==> src/verilog/etf_pkg.sv <==
/*
  Package for the event trace facility: register offsets, field positions,
  reset values, event codes and the carrier structs for CPU event reports and fixed storage writes.
  Assumes a single clock domain and a plain register port.
*/
package etf_pkg;

  // Register offsets on the plain register port (word addresses).
  localparam logic [3:0] ETF_OFF_SELECT = 4'h0;
  localparam logic [3:0] ETF_OFF_START = 4'h1;
  localparam logic [3:0] ETF_OFF_END = 4'h2;
  localparam logic [3:0] ETF_OFF_STATUS = 4'h3;
  localparam logic [3:0] ETF_OFF_MASK = 4'h4;
  localparam logic [3:0] ETF_OFF_CODE = 4'h5;
  localparam logic [3:0] ETF_OFF_ADDR = 4'h6;

  // Field positions in the class and register select register and the status word mask bit.
  localparam int ETF_CLASS_BRANCH = 0;
  localparam int ETF_CLASS_GREG = 1;
  localparam int ETF_CLASS_FETCH = 2;
  localparam int ETF_CLASS_STORE = 3;
  localparam int ETF_GREG_SEL_LSB = 16;
  localparam int ETF_STATUS_WORD_MASK_BIT = 1;

  // Reset values.
  localparam logic [31:0] ETF_SELECT_RESET = 32'h0000_0000;
  localparam logic [31:0] ETF_START_RESET = 32'h0000_0000;
  localparam logic [31:0] ETF_END_RESET = 32'h0000_0000;
  localparam logic [3:0] ETF_IRQ_MASK_RESET = 4'h0;

  // Fixed storage locations written when the interruption is taken.
  localparam logic [23:0] ETF_LOC_CODE = 24'd150;
  localparam logic [23:0] ETF_LOC_ADDR = 24'd153;

  // Event code byte: one bit per class in the high nibble.
  localparam int ETF_CODE_SHIFT = 4;

  typedef struct packed {
    logic branch_taken;
    logic greg_write;
    logic [3:0] greg_num;
    logic fetch;
    logic store;
    logic [31:0] access_addr;
    logic [23:0] instr_addr;
  } etf_event_type;

  typedef struct packed {
    logic valid;
    logic [23:0] location;
    logic [31:0] data;
  } etf_store_type;

endpackage : etf_pkg
==> src/verilog/etf_monitor.sv <==
/*
  Event trace facility monitor: watches branches, general register writes,
  instruction fetches and stores reported by the CPU, raises the program
  interruption request and writes the event code and instruction address
  to fixed storage. Assumes the CPU holds its event report for one cycle
  and accepts the fixed-storage writes as they are issued.
*/
// How it works
// - Monitor idles unless extended control mode and status word bit 1 are set.
// - Four classes: branch, register write, fetch in range, store in range.
// - Select register bits 0 to 3 enable the four classes individually.
// - Interruption only when status word mask and class enable are both set.
// - Select register bits 16 to 31 pick which of 16 registers count.
// - Start and end registers bound the range used for fetch and store.
// - On interruption the event code goes to fixed location 150.
// - On interruption the instruction address goes to locations 153 to 155.
// - Events seen while masked are dropped; nothing stays pending.
// - With address translation on, bounds compare against virtual addresses.
`timescale 1ns/100ps
`default_nettype none

module etf_monitor (
  // Clock and reset.
  input wire logic clock_i,
  input wire logic rst_i,
  // Processor state.
  input wire logic extended_control_mode_i,
  input wire logic [31:0] program_status_word_i,
  input wire logic address_translation_i,
  // Event reports from the CPU.
  input wire etf_pkg::etf_event_type event_i,
  // Register port.
  input wire logic [3:0] reg_addr_i,
  input wire logic [31:0] reg_wdata_i,
  input wire logic reg_write_i,
  input wire logic reg_read_i,
  output logic [31:0] reg_rdata_o,
  // Interruption and fixed storage writes.
  output logic program_int_o,
  output logic [7:0] int_code_o,
  output logic [23:0] int_instr_addr_o,
  output etf_pkg::etf_store_type store_o,
  output logic irq_o
);

  logic [31:0] select;
  logic [31:0] range_start;
  logic [31:0] range_end;
  logic [3:0] status;
  logic [3:0] irq_mask;
  logic [7:0] last_code;
  logic [23:0] last_addr;
  logic [31:0] rdata;
  logic prog_int;
  logic [7:0] code_q;
  logic [23:0] iaddr_q;
  logic irq;

  // Store sequencer: code first, then instruction address.
  typedef enum logic [2:0] {
    ETF_IDLE_ST = 3'b001,
    ETF_CODE_ST = 3'b010,
    ETF_ADDR_ST = 3'b100
  } etf_state_type;

  etf_state_type state;
  etf_pkg::etf_store_type store_q;

  logic [31:0] next_select;
  logic [31:0] next_range_start;
  logic [31:0] next_range_end;
  logic [3:0] next_status;
  logic [3:0] next_irq_mask;
  logic [7:0] next_last_code;
  logic [23:0] next_last_addr;
  logic [31:0] next_rdata;
  logic next_prog_int;
  logic [7:0] next_code_q;
  logic [23:0] next_iaddr_q;
  logic next_irq;
  etf_state_type next_state;
  etf_pkg::etf_store_type next_store_q;

  logic active;
  logic in_range;
  logic [3:0] raw_hits;
  logic [3:0] hits;
  logic above_start;
  logic below_end;
  logic [3:0] class_en;
  logic [15:0] greg_sel;

  // Decode of the class and register select register.
  always_comb begin
    class_en = select[etf_pkg::ETF_CLASS_STORE:etf_pkg::ETF_CLASS_BRANCH];
    greg_sel = select[etf_pkg::ETF_GREG_SEL_LSB +: 16];
  end

  // The monitor runs only in extended control mode with the status word mask set.
  always_comb begin
    active = extended_control_mode_i
      && program_status_word_i[etf_pkg::ETF_STATUS_WORD_MASK_BIT];
  end

  // The CPU reports a virtual address while translation is on, so the same
  // compare serves both modes. Both bounds are inclusive.
  always_comb begin
    above_start = event_i.access_addr >= range_start;
    below_end = event_i.access_addr <= range_end;
    in_range = above_start && below_end;
  end

  // Raw class detection, before any enable is applied.
  always_comb begin
    raw_hits[etf_pkg::ETF_CLASS_BRANCH] = event_i.branch_taken;
    raw_hits[etf_pkg::ETF_CLASS_GREG] = event_i.greg_write && greg_sel[event_i.greg_num];
    raw_hits[etf_pkg::ETF_CLASS_FETCH] = event_i.fetch && in_range;
    raw_hits[etf_pkg::ETF_CLASS_STORE] = event_i.store && in_range;
  end

  // Masked events simply vanish here; nothing is kept for later delivery.
  always_comb begin
    hits = raw_hits & class_en & {4{active}};
  end

  // Configuration registers, written from the register port.
  always_comb begin
    next_select = select;
    next_range_start = range_start;
    next_range_end = range_end;
    next_irq_mask = irq_mask;
    if (reg_write_i) begin
      case (reg_addr_i)
        etf_pkg::ETF_OFF_SELECT: begin
          next_select = reg_wdata_i;
        end
        etf_pkg::ETF_OFF_START: begin
          next_range_start = reg_wdata_i;
        end
        etf_pkg::ETF_OFF_END: begin
          next_range_end = reg_wdata_i;
        end
        etf_pkg::ETF_OFF_MASK: begin
          next_irq_mask = reg_wdata_i[3:0];
        end
        default: begin
          next_select = select;
        end
      endcase
    end
  end

  always_ff @(posedge clock_i) begin
    if (rst_i) begin
      select <= etf_pkg::ETF_SELECT_RESET;
      range_start <= etf_pkg::ETF_START_RESET;
      range_end <= etf_pkg::ETF_END_RESET;
      irq_mask <= etf_pkg::ETF_IRQ_MASK_RESET;
    end else begin
      select <= next_select;
      range_start <= next_range_start;
      range_end <= next_range_end;
      irq_mask <= next_irq_mask;
    end
  end

  // Event capture: sticky status, interruption pulse and the recorded event.
  always_comb begin
    next_status = status;
    next_prog_int = 1'b0;
    next_code_q = code_q;
    next_iaddr_q = iaddr_q;
    next_last_code = last_code;
    next_last_addr = last_addr;
    if (reg_write_i && (reg_addr_i == etf_pkg::ETF_OFF_STATUS)) begin
      next_status = status & ~reg_wdata_i[3:0];
    end
    // A new event wins over a clear in the same cycle, so no event is lost.
    next_status = next_status | hits;
    if (|hits) begin
      next_prog_int = 1'b1;
      next_code_q = {hits, 4'h0};
      next_iaddr_q = event_i.instr_addr;
      next_last_code = {hits, 4'h0};
      next_last_addr = event_i.instr_addr;
    end
  end

  always_ff @(posedge clock_i) begin
    if (rst_i) begin
      status <= 4'h0;
      prog_int <= 1'b0;
      code_q <= 8'h00;
      iaddr_q <= 24'h00_0000;
      last_code <= 8'h00;
      last_addr <= 24'h00_0000;
    end else begin
      status <= next_status;
      prog_int <= next_prog_int;
      code_q <= next_code_q;
      iaddr_q <= next_iaddr_q;
      last_code <= next_last_code;
      last_addr <= next_last_addr;
    end
  end

  // Fixed storage writes: the code word first, then the instruction address.
  // Events in back-to-back cycles are not each stored in full; the
  // writes then carry the latest recorded values.
  always_comb begin
    next_state = state;
    next_store_q = '0;
    case (state)
      ETF_IDLE_ST: begin
        if (|hits) begin
          next_state = ETF_CODE_ST;
        end
      end
      ETF_CODE_ST: begin
        next_store_q.valid = 1'b1;
        next_store_q.location = etf_pkg::ETF_LOC_CODE;
        next_store_q.data = {24'h00_0000, code_q};
        next_state = ETF_ADDR_ST;
      end
      ETF_ADDR_ST: begin
        next_store_q.valid = 1'b1;
        next_store_q.location = etf_pkg::ETF_LOC_ADDR;
        next_store_q.data = {8'h00, iaddr_q};
        next_state = (|hits) ? ETF_CODE_ST : ETF_IDLE_ST;
      end
      default: begin
        next_state = ETF_IDLE_ST;
      end
    endcase
  end

  always_ff @(posedge clock_i) begin
    if (rst_i) begin
      state <= ETF_IDLE_ST;
      store_q <= '0;
    end else begin
      state <= next_state;
      store_q <= next_store_q;
    end
  end

  // Level interrupt from the unmasked sticky status bits.
  always_comb begin
    next_irq = |(next_status & next_irq_mask);
  end

  always_ff @(posedge clock_i) begin
    if (rst_i) begin
      irq <= 1'b0;
    end else begin
      irq <= next_irq;
    end
  end

  // Read data stand for one cycle after the read strobe and read zero otherwise.
  always_comb begin
    next_rdata = 32'h0000_0000;
    if (reg_read_i) begin
      case (reg_addr_i)
        etf_pkg::ETF_OFF_SELECT: begin
          next_rdata = select;
        end
        etf_pkg::ETF_OFF_START: begin
          next_rdata = range_start;
        end
        etf_pkg::ETF_OFF_END: begin
          next_rdata = range_end;
        end
        etf_pkg::ETF_OFF_STATUS: begin
          next_rdata = {28'h000_0000, status};
        end
        etf_pkg::ETF_OFF_MASK: begin
          next_rdata = {28'h000_0000, irq_mask};
        end
        etf_pkg::ETF_OFF_CODE: begin
          next_rdata = {24'h00_0000, last_code};
        end
        etf_pkg::ETF_OFF_ADDR: begin
          next_rdata = {8'h00, last_addr};
        end
        default: begin
          next_rdata = 32'h0000_0000;
        end
      endcase
    end
  end

  always_ff @(posedge clock_i) begin
    if (rst_i) begin
      rdata <= 32'h0000_0000;
    end else begin
      rdata <= next_rdata;
    end
  end

  assign reg_rdata_o = rdata;
  assign program_int_o = prog_int;
  assign int_code_o = code_q;
  assign int_instr_addr_o = iaddr_q;
  assign store_o = store_q;
  assign irq_o = irq;

endmodule : etf_monitor

`default_nettype wire

==> config.mk <==
export PLATFORM = sky130hd
export DESIGN_NAME = etf_monitor
export DESIGN_NICKNAME = d
export VERILOG_FILES = /design/src/verilog/etf_pkg.sv /design/src/verilog/etf_monitor.sv
export SDC_FILE = /design/constraint.sdc
export NUM_CORES = 1
export LEC_CHECK = 0
export BUFFER_PORTS_ARGS = -buffer_cell sky130_fd_sc_hd__buf_2
export CELL_PAD_IN_SITES_DETAIL_PLACEMENT = 2
export CELL_PAD_IN_SITES_GLOBAL_PLACEMENT = 2
export CORE_MARGIN = 2
export CORE_UTILIZATION = 25
export CTS_BUF_LIST = sky130_fd_sc_hd__clkbuf_8 sky130_fd_sc_hd__clkbuf_16
export DETAILED_ROUTE_END_ITERATION = 16
export HOLD_SLACK_MARGIN = 0.08
export PLACE_DENSITY_LB_ADDON = 0.1
export SLEW_MARGIN = 20
export SYNTH_ARGS = -nofsm -noshare
export SYNTH_HDL_FRONTEND = slang
export SYNTH_SLANG_ARGS = --single-unit
==> constraint.sdc <==
create_clock -name clock_i -period 4.1 [get_ports clock_i]
set_input_delay 0.82 -clock clock_i [delete_from_list [all_inputs] [get_ports clock_i]]
set_output_delay 0.82 -clock clock_i [all_outputs]
set_load 0.01 [all_outputs]
Word-level counts from Yosys, hierarchy flattened
Index checks and enable logic that the tools add are counted.
Word-level totals
  register bits: 226
  input bits: 138
  output and inout bits: 123
  logic and storage cells: 58
Operators by class
  order comparisons: 3
  equal/unequal tests: 10
  multiplexer cells: 11
  bitwise operators: 7
  reduce and logical (&&, ||, !) cells: 13
Operators with widths (count)
  32-bit case mux with 7 select lines: 1
  57-bit case mux with 2 select lines: 1
  32-bit greater-or-equal comparator: 1
  32-bit less-or-equal comparator: 1
  4-bit bitwise AND: 4
  4-bit by 3-bit == test with 1-bit output (second input constant): 3
  4-bit two-way mux: 3
  3-bit case mux with 3 select lines: 1
  4-bit by 2-bit == test with 1-bit output (second input constant): 2
  4-bit OR reduction: 2
  1-bit logical AND: 6
  2-bit AND reduction: 3
  4-bit by 5-bit less-than comparator with 1-bit output (second input constant): 1
  1-bit binary-select mux with 4-bit select: 1
  4-bit by 1-bit == test with 1-bit output (second input constant): 1
  4-bit logical NOT: 1
  4-bit NOT: 1
  4-bit bitwise OR: 1
  3-bit by 1-bit == test with 1-bit output (second input constant): 1
  3-bit by 2-bit == test with 1-bit output (second input constant): 1
  3-bit == test (second input constant): 1
  3-bit two-way mux: 1
  1-bit two-way mux: 2
  2-bit two-way mux: 1
  other kinds (3): 3

Depth between registers and ports, before layout
  depth in word-level cells: 8
  mapped depth: 11
  depth with buffers taken out: 10

Least setup slack after synthesis
OpenSTA, ideal clock, no wires.
  path kind: input to register
  from: input port event_i[39] (netlist bit)
  to: register state[0]
  setup time: 0.126 ns
  arrival: 2.959 ns
  required time: 3.974 ns
  path slack: 1.015 ns
  stages on the path: 10
  path buffers: 1
  cells stage by stage: ha_1 nand2_1 nor4_1 or4b_2 nand3_1 a211o_1 a311oi_4 buf_6 nor4b_2 o31ai_2
Between the ends
  word-level cells in the longest chain between the ends: 8
  elaborated cells between the ends (all ways): 11
  those cells by class: 2 x order compare; 1 x eq/ne; 2 x mux; 2 x bitwise; 4 x reduce/logical
Ends and longest elaborated chain
  start, declared: line etf_monitor.sv:31  | input wire etf_pkg::etf_event_type event_i,
  32-bit greater-or-equal comparator or 32-bit less-or-equal comparator (tied branches): line etf_monitor.sv:108, etf_monitor.sv:109
  1-bit logical AND *: line etf_monitor.sv:110  | in_range = above_start && below_end;
  1-bit logical AND (on tied branches): line etf_monitor.sv:117, etf_monitor.sv:118
  4-bit bitwise AND * (2 in a row): line etf_monitor.sv:123  | hits = raw_hits & class_en & {4{active}};
  4-bit OR reduction *: line etf_monitor.sv:215, etf_monitor.sv:229
  2-bit two-way mux: line etf_monitor.sv:229  | next_state = (|hits) ? ETF_CODE_ST : ETF_IDLE_ST;
  3-bit case mux with 3 select lines: line etf_monitor.sv:213  | case (state)
  end signal, assigned: line etf_monitor.sv:242  | state <= next_state;
  end, declared: line etf_monitor.sv:66  | etf_state_type state;
Every way passes the cells marked *; elsewhere a longest branch is shown, timed or not.
A chain may end at the register's enable or synchronous reset.

Worst setup path in the final report
  from: input port event_i[55] (netlist bit)
  to: register iaddr_q[14] (netlist: int_instr_addr_o[14])
Between the ends
  word-level cells in the longest chain between the ends: 6
  elaborated cells between the ends (all ways): 8
  those cells by class: 2 x order compare; 2 x bitwise; 4 x reduce/logical
Ends and longest elaborated chain
  32-bit greater-or-equal comparator or 32-bit less-or-equal comparator (tied branches): line etf_monitor.sv:108, etf_monitor.sv:109
  1-bit logical AND *: line etf_monitor.sv:110
  1-bit logical AND (on tied branches): line etf_monitor.sv:117, etf_monitor.sv:118
  4-bit bitwise AND * (2 in a row): line etf_monitor.sv:123
  4-bit OR reduction *: line etf_monitor.sv:180  | if (|hits) begin
  end signal, assigned: line etf_monitor.sv:201  | iaddr_q <= next_iaddr_q;
  end, declared: line etf_monitor.sv:56  | logic [23:0] iaddr_q;
Marks and branches as above.

==> impl_results.md <==
- Setup TNS: 0 ns
- First-pass DRT Iterations: 6
- Yosys warning total: 0
- Placed insts: ~1700
- DRC: 0
- RSZ-0062 raised after global routing: no
- Worst Path Required: roughly 4.4 ns
- Most common cell after layout, fill and taps aside: nand2_1
- Syn avg cell area: approximately 8.4 µm²
- Post-synthesis cell count: ~1100
- Fill count: between 4000 and 5000
- Seq pwr share: between 40% and 50%
- PortBufs: 198
- Actual slew at the worst max-slew pin: between 0.8 and 0.9 ns
- Starting density of the core: 25.4%
- Leakage: between 4 and 5 nW
- Post-CTS setup buffer count: 0
- Final Hold Viols: 0
- Sequential area share after synthesis: between 40% and 50%
- Routing usage on met1: between 20% and 30%
- Synth area leaders: dfxtp_1 (43%), nand2_1 (9.8%), ha_1 (8.8%), a21oi_1 (8.3%), mux2i_1 (4.2%)
- # setup viols final: 0
- Initial antenna violation count: 4
- Worst Hold Class: reg -> reg
- Final Util: 31.0%
- Vias: 8185
- Logic pwr share: just under 8%
- CP arrival: about 3.8 ns
- Async set-reset flop share out of synthesis: 0%
- CP Class: in -> reg
- Vias in the first global route: ~8700
- Worst Setup Start Kind: input pin
- Switch share: 25.9%
- Met3 Use GR: approximately 4.5%
- Main flop type after synthesis: dfxtp_1
- Tcrit/Tclk final: around 85%
- Sink Count: 196
- Slowest CP cell: nor4_1
- Die area: 0.0379 mm²
- Final Critical Period: approximately 3.5 ns
- Max H-tree Level: 4
- Share of layout cells above drive strength 1: slightly above 20%
- Post-synth top area cell: dfxtp_1
- Placer Congestion: about 0.75
- Final WL: roughly 35000 µm
- Max FO, Critical Path: 12
- Critical path cell sequence: buf_2 > ha_1 > nand4_1 > nor4_1 > a2111oi_0 > o211ai_1 > o22ai_1 > buf_4 > a311oi_4 > buf_4 > mux2i_1 > nor2_1
- ANT nets after route: 0
- CORE AREA: between 0.03 and 0.04 mm²
- CP peak stage delay: between 0.5 and 0.6 ns
- Power Total: ~4.0 mW
- DIE WIDTH: between 150 and 200 µm
- #FFs+latches synth: just under 200
- CTS Buf Count: 17
- Worst slew margin: 46.4%
- Placed cell area: roughly 0.010 mm²
- Worst skew pair latency: between 0.4 and 0.5 ns
- # rows: 69
- Int Power: between 2 and 3 mW
- Fin cells: about 1700
- Die height: a little under 200 µm
- Clock power frac: 44.0%
- Drt via density: 4.71
- Critical Path Most Common Cell: buf_4
- Max Slew Vio Count: 0
- Grt ovf: 0
- Synth unique cells: 49
- Most frequent cells in the layout: nand2_1 (238), buf_2 (197), dfxtp_1 (196), a21oi_1 (151), nor2_1 (67)
- CTS tree: yes
- CP Capture Type: flop
- Post-Syn Area: just over 0.009 mm²
- IO Count: roughly 260
- Post-synth EDFFs: 0
- Clock transition at path regs: around 0.070 ns
- Max Clock Freq: approximately 290 MHz
- Post_cts resized: 0
- Most Crowded Layer GR: met2
- Yosys top cell area share: 43.1%
- Final Cell Area: 0.0111 mm²
- Pin count of the biggest net entering global routing: just under 70
- VDD IR max: around 0.28 mV
- Longest Clk Path Bufs: 2
- Initial drt markers: 280
- Clk_skew: 0.0101 ns
- Pwr Density: between 300 and 400 mW/mm²
- P&R area growth vs syn: 21.8%
- Max-Cap Viols: 0
- M2 GR Usage: 31.1%
- First-pass GRT wire length: 53200 µm
- # hold bufs at CTS: 0
- R2R cell count: 12
- Net switching power: approximately 1.0 mW
- Run status: finished, final reports clean
- Final net count: roughly 1500
- GRT Total Usage: between 10% and 20%
- WL/cell: ~20 µm
- Post-DP HPWL: 26200 µm
- Clock Tree Root: clkbuf_16
- WHS Path Cells: 2
[layer usage]
layer	up-vias	part of all wire [%]
met5	-	0.060
met4	4	1.4
met3	21	4.2
met2	158	47
met1	4025	47
li1	3977	-
[synthesized netlist by cell type (all sizes together) (2+ instances only)]
library cell	n
mux4	5
buf	40
nor2b	4
nand2b	6
a22oi	43
a2111oi	2
ha	64
a221oi	8
nor3b	2
nand3	7
nor3	7
a22o	6
nor4	7
a21oi	151
inv	65
and2	23
nor4b	5
nand4	10
nor2	68
a21o	3
a31oi	5
clkbuf	54
a211oi	6
mux2i	38
o21ai	10
dfxtp	196
nand2	238
[state kept, by name, indices dropped and copies added (netlist names)]
name              count
irq_mask              4
range_end            32
reg_rdata_o          32
int_instr_addr_o     24
select               32
state                 3
program_int_o         1
irq_o                 1
status                4
range_start          32
last_code             4
store_o              27
[cell type report]
class,count,area [µm²],share of cell area (%)
Clock inverter,13,145,1.31
Antenna cell,1,2.50,0.0226
Clock buffer,19,453,4.09
Timing Repair Buffer,219,1180,10.6
Sequential cell,196,3920,35.4
Multi-Input combinational cell,762,4560,41.1
Inverter,65,244,2.20
Tap cell,461,577,5.21
[critical path, delay by kind of cell]
kind / cells / cell delay [ns]
compound gates: 4 / 0.97
buf+inv: 3 / 0.63
simple gates: 3 / 0.82
mux: 1 / 0.23
fa+ha+maj: 1 / 0.30
[final timing paths]
check	start	to	slack (ns)
max	event_i[55]	int_instr_addr_o[14]	0.61
min	select[10]	select[10]	0.46
max reg2reg	range_end[29]	int_instr_addr_o[14]	0.70
min reg2reg	select[10]	select[10]	0.46
[per-stage QoR]
stage               hold slack (ns)  setup WS (ns)
finish                        0.462          0.611
global route                  0.481          0.466
CTS                           0.466          0.624
detailed placement            0.454          0.161
global placement              0.445          0.257
floorplan                     0.437           1.02
[cells by family after synthesis]
kind of cell             count (synthesis)  share of synthesized area [%]
XOR/XNOR                                 1                         0.0963
buffers and inverters                  159                           8.23
adder cells (fa/ha/maj)                 64                           8.80
flip-flops                             196                           43.1
multiplexers                            43                           5.58
AO/OA/AOI/OAI                          243                           16.1
AND/OR/NAND/NOR                        381                           18.0
other                                    1                         0.0412
[power groups by stage]
stage / Sequential, mW / Clock (mW) / Combinational (mW)
final: 1.93 / 1.76 / 0.315
after detailed placement: 1.97 / 0 / 0.321
after global placement: 1.97 / 0 / 0.314
after CTS: 1.93 / 1.83 / 0.323
after global routing: 1.93 / 1.91 / 0.355
after floorplan: 1.97 / 0 / 0.180
Power figures use the tool's default switching activity.
